<file path="src/pbm_defines.svh">
// Register indices, field positions, reset values and timing counts of the PHY basic registers
`ifndef PBM_DEFINES_SVH
`define PBM_DEFINES_SVH

// ****************************************************************
// Register indices
// ****************************************************************
`define PBM_IDX_CONTROL 5'h00
`define PBM_IDX_STATUS 5'h01
`define PBM_IDX_IDENT_UPPER 5'h02
`define PBM_IDX_IDENT_LOWER 5'h03
`define PBM_IDX_ADVERTISE 5'h04

// ****************************************************************
// Control field positions
// ****************************************************************
`define PBM_CTRL_SRST_BIT 15
`define PBM_CTRL_LOOP_BIT 14
`define PBM_CTRL_SPEED_BIT 13
`define PBM_CTRL_AN_EN_BIT 12
`define PBM_CTRL_PDOWN_BIT 11
`define PBM_CTRL_RESTART_BIT 9
`define PBM_CTRL_DUPLEX_BIT 8
`define PBM_CTRL_COLTEST_BIT 7

// ****************************************************************
// Status field positions and fixed capability value
// ****************************************************************
`define PBM_STAT_AN_DONE_BIT 5
`define PBM_STAT_RFAULT_BIT 4
`define PBM_STAT_LINK_BIT 2
`define PBM_STAT_JABBER_BIT 1
`define PBM_STAT_CAPS 16'h7809

// ****************************************************************
// Advertisement fields and reset values
// ****************************************************************
`define PBM_ADV_RFAULT_BIT 13
`define PBM_ADV_PAUSE_HI 11
`define PBM_ADV_PAUSE_LO 10
`define PBM_ADV_ABIL_HI 8
`define PBM_ADV_ABIL_LO 5
`define PBM_ADV_SEL_HI 4
`define PBM_ADV_SEL_LO 0
`define PBM_ADV_PAUSE_RESET 2'h0
`define PBM_ADV_SEL_RESET 5'h01
`define PBM_ADV_100HD_RESET 1'h1

// ****************************************************************
// Timing
// ****************************************************************
`define PBM_CLK_PERIOD_NS 4
`define PBM_SRST_TIME_NS 400
`define PBM_SRST_CYCLES ((`PBM_SRST_TIME_NS + `PBM_CLK_PERIOD_NS - 1) / `PBM_CLK_PERIOD_NS)
`define PBM_SYNC_STAGES 2

`endif

</file>
<file path="src/pbm_pkg.sv">
// Types shared by the PHY basic management register block
package pbm_pkg;

    // ****************************************************************
    // Sequencer states
    // ****************************************************************
    typedef enum logic [2:0] {
        PBM_ST_BOOT = 3'b001,
        PBM_ST_IDLE = 3'b010,
        PBM_ST_SRST = 3'b100
    } pbm_state_t;

    // ****************************************************************
    // Pause advertisement encoding
    // ****************************************************************
    typedef enum logic [1:0] {
        PBM_PAUSE_NONE = 2'h0,
        PBM_PAUSE_SYM = 2'h1,
        PBM_PAUSE_ASYM = 2'h2,
        PBM_PAUSE_BOTH = 2'h3
    } pbm_pause_t;

endpackage : pbm_pkg

</file>
<file path="src/pbm_latch_bit.sv">
// Status flag that latches an event until the status register is read
module pbm_latch_bit #(
    parameter bit LATCH_HIGH = 1'b1
) (
    input wire logic clock_in,
    input wire logic reset_in,
    input wire logic cond_in,
    input wire logic clear_in,
    output logic flag_out
);

    // ****************************************************************
    // Latch
    // ****************************************************************
    logic event_seen;
    logic flag_reg;
    logic flag_next;

    assign event_seen = LATCH_HIGH ? cond_in : ~cond_in;

    // Event beats the read-clear in the same cycle, so nothing is lost
    always_comb begin
        flag_next = flag_reg;
        if (event_seen) begin
            flag_next = LATCH_HIGH;
        end else if (clear_in) begin
            flag_next = ~LATCH_HIGH;
        end
    end

    always_ff @(posedge clock_in or posedge reset_in) begin
        if (reset_in) begin
            flag_reg <= 1'b0;
        end else begin
            flag_reg <= flag_next;
        end
    end

    assign flag_out = flag_reg;

endmodule : pbm_latch_bit

</file>
<file path="src/pbm_regs.sv">
// PHY basic control, status, identifier and advertisement registers
`include "pbm_defines.svh"

module pbm_regs
    import pbm_pkg::*;
#(
    // Arbitrary neutral identity values
    parameter logic [15:0] OUI_MID = 16'h1234,
    parameter logic [5:0] OUI_LOW = 6'h15,
    parameter logic [5:0] MODEL_NUM = 6'h2a,
    parameter logic [3:0] REVISION_NUM = 4'h1,
    parameter int SRST_CYCLES = `PBM_SRST_CYCLES
) (
    input wire logic clock_in,
    input wire logic reset_in,
    input wire logic mgmt_req_in,
    input wire logic mgmt_write_in,
    input wire logic [4:0] mgmt_index_in,
    input wire logic [15:0] mgmt_wdata_in,
    output logic mgmt_ready_out,
    output logic mgmt_ack_out,
    output logic [15:0] mgmt_rdata_out,
    input wire logic speed_strap_in,
    input wire logic link_up_in,
    input wire logic remote_fault_in,
    input wire logic jabber_in,
    input wire logic an_done_in,
    input wire logic [1:0] partner_pause_in,
    output logic soft_reset_out,
    output logic loopback_out,
    output logic an_enable_out,
    output logic an_restart_out,
    output logic speed_100_out,
    output logic full_duplex_out,
    output logic power_down_out,
    output logic col_test_out,
    output logic [15:0] adv_word_out,
    output logic pause_sym_out,
    output logic pause_asym_out
);

    // ****************************************************************
    // Elaboration checks
    // ****************************************************************
    localparam int SYNC_W = 7;
    localparam int CNT_W = $clog2(SRST_CYCLES + 1);

    if (SRST_CYCLES < `PBM_SYNC_STAGES) begin : g_bad_srst
        $error("SRST_CYCLES must be at least two");
    end

    function automatic logic hits(input logic req, input logic [4:0] idx,
                                  input logic [4:0] target);
        hits = req && (idx == target);
    endfunction : hits

    // ****************************************************************
    // Pin synchronisers
    // ****************************************************************
    logic [SYNC_W-1:0] pins_raw;
    logic [SYNC_W-1:0] sync1_reg;
    logic [SYNC_W-1:0] sync2_reg;
    assign pins_raw = {partner_pause_in, an_done_in, jabber_in, remote_fault_in,
                       link_up_in, speed_strap_in};
    // First stage feeds only the second stage
    genvar gi;
    generate
        for (gi = 0; gi < SYNC_W; gi++) begin : g_sync
            always_ff @(posedge clock_in or posedge reset_in) begin
                if (reset_in) begin
                    sync1_reg[gi] <= 1'b0;
                    sync2_reg[gi] <= 1'b0;
                end else begin
                    sync1_reg[gi] <= pins_raw[gi];
                    sync2_reg[gi] <= sync1_reg[gi];
                end
            end
        end
    endgenerate

    logic strap_s, link_s, rfault_s, jabber_s, an_done_s;
    logic [1:0] lp_pause_s;
    assign {lp_pause_s, an_done_s, jabber_s, rfault_s, link_s, strap_s} = sync2_reg;

    // ****************************************************************
    // Access decode and sequencer: boot strap capture and soft reset
    // ****************************************************************
    pbm_state_t state_reg;
    logic take, wr_ctrl, wr_adv, rd_status, srst_req, restart_req;
    // Requests are only taken while idle
    assign take = mgmt_req_in && (state_reg == PBM_ST_IDLE);
    assign wr_ctrl = hits(take & mgmt_write_in, mgmt_index_in, `PBM_IDX_CONTROL);
    assign wr_adv = hits(take & mgmt_write_in, mgmt_index_in, `PBM_IDX_ADVERTISE);
    assign rd_status = hits(take & ~mgmt_write_in, mgmt_index_in, `PBM_IDX_STATUS);
    assign srst_req = wr_ctrl && mgmt_wdata_in[`PBM_CTRL_SRST_BIT];
    assign restart_req = wr_ctrl && !srst_req && mgmt_wdata_in[`PBM_CTRL_RESTART_BIT];
    logic [CNT_W-1:0] cnt_reg;
    logic load_defaults;

    // Strap is taken only after the synchroniser has filled
    assign load_defaults = (state_reg == PBM_ST_BOOT &&
                            cnt_reg == CNT_W'(`PBM_SYNC_STAGES)) ||
                           (state_reg == PBM_ST_SRST && cnt_reg == CNT_W'(1));

    always_ff @(posedge clock_in or posedge reset_in) begin
        if (reset_in) begin
            state_reg <= PBM_ST_BOOT;
            cnt_reg <= '0;
        end else begin
            case (state_reg)
                PBM_ST_BOOT: begin
                    if (cnt_reg == CNT_W'(`PBM_SYNC_STAGES)) begin
                        state_reg <= PBM_ST_IDLE;
                        cnt_reg <= '0;
                    end else begin
                        cnt_reg <= cnt_reg + CNT_W'(1);
                    end
                end
                PBM_ST_IDLE: begin
                    if (srst_req) begin
                        state_reg <= PBM_ST_SRST;
                        cnt_reg <= CNT_W'(SRST_CYCLES);
                    end
                end
                PBM_ST_SRST: begin
                    if (cnt_reg == CNT_W'(1)) begin
                        state_reg <= PBM_ST_IDLE;
                        cnt_reg <= '0;
                    end else begin
                        cnt_reg <= cnt_reg - CNT_W'(1);
                    end
                end
                default: begin
                    state_reg <= PBM_ST_BOOT;
                    cnt_reg <= '0;
                end
            endcase
        end
    end

    // ****************************************************************
    // Control and advertisement registers
    // ****************************************************************
    logic ctrl_loop_reg, ctrl_speed_reg, ctrl_an_en_reg, ctrl_pdown_reg;
    logic ctrl_restart_reg, ctrl_duplex_reg, ctrl_coltest_reg;
    // Other bits written with the reset bit are dropped; defaults win
    always_ff @(posedge clock_in or posedge reset_in) begin
        if (reset_in) begin
            ctrl_loop_reg <= 1'b0;
            ctrl_speed_reg <= 1'b0;
            ctrl_an_en_reg <= 1'b0;
            ctrl_pdown_reg <= 1'b0;
            ctrl_duplex_reg <= 1'b0;
            ctrl_coltest_reg <= 1'b0;
        end else if (load_defaults) begin
            ctrl_loop_reg <= 1'b0;
            ctrl_speed_reg <= strap_s;
            ctrl_an_en_reg <= strap_s;
            ctrl_pdown_reg <= 1'b0;
            ctrl_duplex_reg <= 1'b0;
            ctrl_coltest_reg <= 1'b0;
        end else if (wr_ctrl && !srst_req) begin
            ctrl_loop_reg <= mgmt_wdata_in[`PBM_CTRL_LOOP_BIT];
            ctrl_speed_reg <= mgmt_wdata_in[`PBM_CTRL_SPEED_BIT];
            ctrl_an_en_reg <= mgmt_wdata_in[`PBM_CTRL_AN_EN_BIT];
            ctrl_pdown_reg <= mgmt_wdata_in[`PBM_CTRL_PDOWN_BIT];
            ctrl_duplex_reg <= mgmt_wdata_in[`PBM_CTRL_DUPLEX_BIT];
            ctrl_coltest_reg <= mgmt_wdata_in[`PBM_CTRL_COLTEST_BIT];
        end
    end
    // Restart bit reads one for the single cycle after the write
    always_ff @(posedge clock_in or posedge reset_in) begin
        if (reset_in) begin
            ctrl_restart_reg <= 1'b0;
        end else begin
            ctrl_restart_reg <= restart_req;
        end
    end

    logic adv_rfault_reg;
    logic [1:0] adv_pause_reg;
    logic [3:0] adv_abil_reg;
    logic [4:0] adv_sel_reg;

    always_ff @(posedge clock_in or posedge reset_in) begin
        if (reset_in) begin
            adv_rfault_reg <= 1'b0;
            adv_pause_reg <= `PBM_ADV_PAUSE_RESET;
            adv_abil_reg <= 4'h0;
            adv_sel_reg <= `PBM_ADV_SEL_RESET;
        end else if (load_defaults) begin
            adv_rfault_reg <= 1'b0;
            adv_pause_reg <= `PBM_ADV_PAUSE_RESET;
            adv_abil_reg <= {strap_s, `PBM_ADV_100HD_RESET, 1'b1, 1'b1};
            adv_sel_reg <= `PBM_ADV_SEL_RESET;
        end else if (wr_adv) begin
            adv_rfault_reg <= mgmt_wdata_in[`PBM_ADV_RFAULT_BIT];
            adv_pause_reg <= mgmt_wdata_in[`PBM_ADV_PAUSE_HI:`PBM_ADV_PAUSE_LO];
            adv_abil_reg <= mgmt_wdata_in[`PBM_ADV_ABIL_HI:`PBM_ADV_ABIL_LO];
            adv_sel_reg <= mgmt_wdata_in[`PBM_ADV_SEL_HI:`PBM_ADV_SEL_LO];
        end
    end

    // ****************************************************************
    // Latched status flags and negotiation
    // ****************************************************************
    logic rfault_flag, link_flag, jabber_flag;

    pbm_latch_bit #(.LATCH_HIGH(1'b1)) u_rfault (
        .clock_in(clock_in),
        .reset_in(reset_in),
        .cond_in(rfault_s),
        .clear_in(rd_status),
        .flag_out(rfault_flag)
    );

    pbm_latch_bit #(.LATCH_HIGH(1'b0)) u_link (
        .clock_in(clock_in),
        .reset_in(reset_in),
        .cond_in(link_s),
        .clear_in(rd_status),
        .flag_out(link_flag)
    );

    pbm_latch_bit #(.LATCH_HIGH(1'b1)) u_jabber (
        .clock_in(clock_in),
        .reset_in(reset_in),
        .cond_in(jabber_s),
        .clear_in(rd_status),
        .flag_out(jabber_flag)
    );

    logic an_cmp, res_sym, an_done_prev_reg, pause_sym_reg, pause_asym_reg;
    // Complete only counts while negotiation is on and the PHY is awake
    assign an_cmp = an_done_s && ctrl_an_en_reg && !ctrl_pdown_reg;
    assign res_sym = adv_pause_reg[0] && lp_pause_s[0];

    always_ff @(posedge clock_in or posedge reset_in) begin
        if (reset_in) begin
            an_done_prev_reg <= 1'b0;
            pause_sym_reg <= 1'b0;
            pause_asym_reg <= 1'b0;
        end else begin
            an_done_prev_reg <= an_cmp;
            if (!an_cmp || state_reg != PBM_ST_IDLE) begin
                pause_sym_reg <= 1'b0;
                pause_asym_reg <= 1'b0;
            end else if (!an_done_prev_reg) begin
                // Symmetric takes priority, never both at once
                pause_sym_reg <= res_sym;
                pause_asym_reg <= !res_sym && adv_pause_reg[1] && lp_pause_s[1];
            end
        end
    end

    // ****************************************************************
    // Read data
    // ****************************************************************
    logic [15:0] ctrl_word, stat_word, adv_word, rd_word;
    always_comb begin
        ctrl_word = 16'h0000; // reserved bits zero
        ctrl_word[`PBM_CTRL_SRST_BIT] = (state_reg == PBM_ST_SRST);
        ctrl_word[`PBM_CTRL_LOOP_BIT] = ctrl_loop_reg;
        ctrl_word[`PBM_CTRL_SPEED_BIT] = ctrl_speed_reg;
        ctrl_word[`PBM_CTRL_AN_EN_BIT] = ctrl_an_en_reg;
        ctrl_word[`PBM_CTRL_PDOWN_BIT] = ctrl_pdown_reg;
        ctrl_word[`PBM_CTRL_RESTART_BIT] = ctrl_restart_reg;
        ctrl_word[`PBM_CTRL_DUPLEX_BIT] = ctrl_duplex_reg;
        ctrl_word[`PBM_CTRL_COLTEST_BIT] = ctrl_coltest_reg;
    end

    always_comb begin
        stat_word = `PBM_STAT_CAPS;
        stat_word[`PBM_STAT_AN_DONE_BIT] = an_cmp;
        stat_word[`PBM_STAT_RFAULT_BIT] = rfault_flag;
        stat_word[`PBM_STAT_LINK_BIT] = link_flag;
        stat_word[`PBM_STAT_JABBER_BIT] = jabber_flag;
    end

    always_comb begin
        adv_word = 16'h0000;
        adv_word[`PBM_ADV_RFAULT_BIT] = adv_rfault_reg;
        adv_word[`PBM_ADV_PAUSE_HI:`PBM_ADV_PAUSE_LO] = adv_pause_reg;
        adv_word[`PBM_ADV_ABIL_HI:`PBM_ADV_ABIL_LO] = adv_abil_reg;
        adv_word[`PBM_ADV_SEL_HI:`PBM_ADV_SEL_LO] = adv_sel_reg;
    end

    // Unmapped indices read zero and ignore writes
    always_comb begin
        case (mgmt_index_in)
            `PBM_IDX_CONTROL: rd_word = ctrl_word;
            `PBM_IDX_STATUS: rd_word = stat_word;
            `PBM_IDX_IDENT_UPPER: rd_word = OUI_MID;
            `PBM_IDX_IDENT_LOWER: rd_word = {OUI_LOW, MODEL_NUM, REVISION_NUM};
            `PBM_IDX_ADVERTISE: rd_word = adv_word;
            default: rd_word = 16'h0000;
        endcase
    end

    // ****************************************************************
    // Registered outputs
    // ****************************************************************
    always_ff @(posedge clock_in or posedge reset_in) begin
        if (reset_in) begin
            mgmt_ack_out <= 1'b0;
            mgmt_rdata_out <= 16'h0000;
        end else begin
            mgmt_ack_out <= take;
            if (take && !mgmt_write_in) begin
                mgmt_rdata_out <= rd_word;
            end
        end
    end
    always_ff @(posedge clock_in or posedge reset_in) begin
        if (reset_in) begin
            mgmt_ready_out <= 1'b0;
            soft_reset_out <= 1'b0;
            loopback_out <= 1'b0;
            an_enable_out <= 1'b0;
            an_restart_out <= 1'b0;
            speed_100_out <= 1'b0;
            full_duplex_out <= 1'b0;
            power_down_out <= 1'b0;
            col_test_out <= 1'b0;
            adv_word_out <= 16'h0000;
            pause_sym_out <= 1'b0;
            pause_asym_out <= 1'b0;
        end else begin
            mgmt_ready_out <= (state_reg == PBM_ST_IDLE) && !srst_req;
            soft_reset_out <= (state_reg == PBM_ST_SRST) || srst_req;
            loopback_out <= ctrl_loop_reg;
            an_enable_out <= ctrl_an_en_reg;
            an_restart_out <= restart_req && mgmt_wdata_in[`PBM_CTRL_AN_EN_BIT];
            speed_100_out <= ctrl_speed_reg && !ctrl_an_en_reg;
            full_duplex_out <= ctrl_duplex_reg && !ctrl_an_en_reg;
            power_down_out <= ctrl_pdown_reg;
            col_test_out <= ctrl_coltest_reg;
            adv_word_out <= adv_word;
            pause_sym_out <= pause_sym_reg;
            pause_asym_out <= pause_asym_reg;
        end
    end

endmodule : pbm_regs

</file>
<file path="config.mk">
export PLATFORM = sky130hd
export DESIGN_NAME = pbm_regs
export DESIGN_NICKNAME = d
export VERILOG_FILES = /design/src/pbm_pkg.sv /design/src/pbm_latch_bit.sv /design/src/pbm_regs.sv
export VERILOG_INCLUDE_DIRS = /design/src /design/src/src
export SDC_FILE = /design/constraint.sdc
export NUM_CORES = 1
export LEC_CHECK = 0
export BUFFER_PORTS_ARGS = -buffer_cell sky130_fd_sc_hd__buf_4
export CAP_MARGIN = 5
export CELL_PAD_IN_SITES_DETAIL_PLACEMENT = 0
export CELL_PAD_IN_SITES_GLOBAL_PLACEMENT = 2
export CORE_ASPECT_RATIO = 1.75
export CORE_MARGIN = 8
export CORE_UTILIZATION = 32
export DETAILED_ROUTE_END_ITERATION = 7
export GPL_ROUTABILITY_DRIVEN = 0
export PLACE_DENSITY_LB_ADDON = 0.2
export SLEW_MARGIN = 0
export SYNTH_ARGS = -nofsm -noshare
export SYNTH_HDL_FRONTEND = slang
export SYNTH_SLANG_ARGS = --single-unit
export TNS_END_PERCENT = 20
</file>
<file path="constraint.sdc">
create_clock -name clock_in -period 2.2 [get_ports clock_in]
set_input_delay 0.11 -clock clock_in [delete_from_list [all_inputs] [get_ports clock_in]]
set_output_delay 0.11 -clock clock_in [all_outputs]
set_load 0.02 [all_outputs]
</file>
==> results.tsv <==
metric	value	unit
Sw Share	32.9	%
sequential power share	41.5	%
Critical R2R Launch	cnt_reg[0]	
hold path start	mgmt_wdata_in[10]	
clk root buf	clkbuf_16	
Psw	1640	uW
Post-Syn Instances	324	
Worst Setup End Kind	flip-flop	
fill cell count	1127	
Final Hold Vio Count	0	
slew margin rel.	65.4	%
detailed-route DRC error count	0	
synthesis-to-layout area growth	31.0	%
synth warn	0	
ant diodes	0	
Core Region	11500	um2
status	complete, no violations	
CTS Buf Count	9	
average size of a mapped cell	11.5	um2
HPWL after DPL	7.54	mm
row count	52	
First-pass DRT Iterations	5	
most frequent cell after synthesis	dfrtp_1	
type of origin of the critical path	flip-flop	
CTS tree	done	
leakage power	0.00230	uW
# port buffers	71	
R2R depth	6	
peak supply drop	0.587	mV
Final Cell Area	4890	um2
Hold WC Path Type	primary input to flip-flop	
synth top area cells	dfrtp_1 58%, mux2i_1 3.5%, o21ai_0 3.2%	
Post-Synthesis Cell Area	3730	um2
period utilization	87.7	%
Crit. Startpoint	cnt_reg[0]	
critical path class	flip-flop to flip-flop	
clk_lat worst skew	340	ps
total global-route track usage	13.3	%
critical path peak fanout	8	
Comb pwr share	26.7	%
Total Wirelength	9.93	mm
global-route wire length before repair	16.4	mm
P_int	3350	uW
final setup violation count	0	
Yosys cell types	62	
Hold Worst Slack	20.0	ps
Commonest cells post-synth	87 x dfrtp_1, 27 x nand2_1, 24 x o21ai_0	
Largest register FFs	16	
max-cap viol count	0	
Top FF cell, synth	dfrtp_1	
DP Area	4460	um2
unrepaired setup endpoints after global routing	no	
initial DRC count	97	
clock power share	31.9	%
Via-to-Cell Ratio	4.99	
Die X	97.6	um
clock period minus final worst setup slack	1930	ps
die area	15500	um2
Final #Nets	453	
share of layout cells above drive strength 1	27.3	%
vias in the first global route	3036	
H-Tree Depth	3	
GRT overflow	0	
Max Slew Vio Count	0	
Post-synth EDFFs	0	
I/O pin count	76	
CTS sink count	89	
wire per inst	17.8	um
Starting Density	32.6	%
post-synthesis sequential area ratio	59.8	%
Worst Skew	5.96	ps
pwr dens	1020	nW/um2
ys async rst share	100	%
area share of the largest cell type after synthesis	58.4	%
Critical Path AT	2190	ps
Seq cells post-synth	89	
# resized after CTS	0	
DR vias	2779	
die height	159	um
clock transition at the registers of the reported paths	70	ps
worst slew pin tran	519	ps
largest net degree at the start of global routing	90	
CTS Buffer Depth	2	
most flop-heavy register	mgmt_rdata_out	
Worst EP required	2460	ps
antenna violations before repair	0	
post-synth top area cell	dfrtp_1	
top flop regs	mgmt_rdata_out x16, adv_word_out x12	
setup TNS	0	ps
Final ANT Viol Nets	0	
hold path depth	3	
fmax	518	MHz
-- per-layer routing --
metal  share of wire, %  global-route usage (%)  vias to the layer above
met3                4.1                    3.52                        9
met5                  0                       0                        -
met4                1.6                    5.06                        0
met1                 39                    14.3                     1378
li1                   -                       -                     1335
met2                 55                    24.0                       57
-- cells by family (layout without fill, tap and decap cells) --
kind of cell	Yosys count	count (layout)	share of synthesized area [%]
multiplexers	13	13	3.49
buffers and inverters	26	121	3.72
AO/OA/AOI/OAI	77	77	14.4
AND/OR/NAND/NOR	112	112	16.7
other	1	4	0.101
XOR/XNOR	2	2	0.470
flip-flops	89	89	59.8
adder cells (fa/ha/maj)	4	4	1.34
-- worst max-delay path: stages (launching register included) --
cell,delay [ps]
dfrtp_1,440
inv_1,140
ha_1,190
nand3b_1,130
a2111oi_4,590
inv_2,200
a31oi_1,170
-- path summary, 6_finish.rpt --
kind | to | slack (ps)
hold / removal | adv_pause_reg[0] | 20
hold reg to reg | strap_s | 350
setup / recovery | ctrl_an_en_reg | 270
min in group asynchronous | adv_word_out[2] | 460
max in group asynchronous | state_reg[0] | 1340
setup reg to reg | ctrl_an_en_reg | 270
-- placed cells by master, fill, tap and decap left out, types with 2 or more instances in the layout --
cell	count
a211oi_1	2
a21o_1	4
a21oi_1	16
a221oi_1	2
a22oi_1	3
a2bb2oi_1	4
a31oi_1	4
and2_1	7
and3_1	4
buf_4	84
clkbuf_16	9
clkinv_4	3
clkinvlp_4	2
conb_1	4
dfrtp_1	87
dfstp_2	2
dlygate4sd3_1	11
ha_1	4
inv_1	7
mux2i_1	13
nand2_1	27
nand2b_1	2
nand3_1	9
nand3b_1	2
nand4_1	4
nor2_1	21
nor2b_1	10
nor3_1	6
nor3b_1	4
nor4_1	3
o21ai_0	24
o21ai_1	2
o221ai_1	2
-- power by group through the flow --
stage          Sequential, uW  Clock (uW)  Combinational (uW)
2_1_floorplan            2090           0                 866
3_3_place_gp             2100           0                1320
3_5_place_dp             2110           0                1320
4_1_cts                  2080        1630                1350
5_1_grt                  2110        1700                1480
6_report                 2070        1590                1330
-- through the flow --
stage	power [uW]	setup WS, ps	utilization (%)	std cells
3_3_place_gp	3420	333	38.9	530
4_1_cts	5060	242	42.7	557
3_5_place_dp	3430	255	38.9	530
5_1_grt	5290	73.2	42.7	557
6_report	4990	270	42.7	557
2_1_floorplan	2960	463	-	327
-- repair_timing --
item | in CTS | in global routing
hold buffers | 11 | 0
buffers inserted | 0 | 0
endpoints found under the hold margin | 97 | 0
-- layout make-up --
type	instances	area, um2	area share, %
Multi-Input combinational cell	212	1370	28.1
Timing Repair Buffer	96	761	15.6
Sequential cell	89	2230	45.6
Tap cell	135	169	3.46
Clock inverter	7	91.3	1.87
Inverter	9	37.5	0.768
Clock buffer	9	225	4.61
No activity file was read; power rests on OpenSTA's default activity.
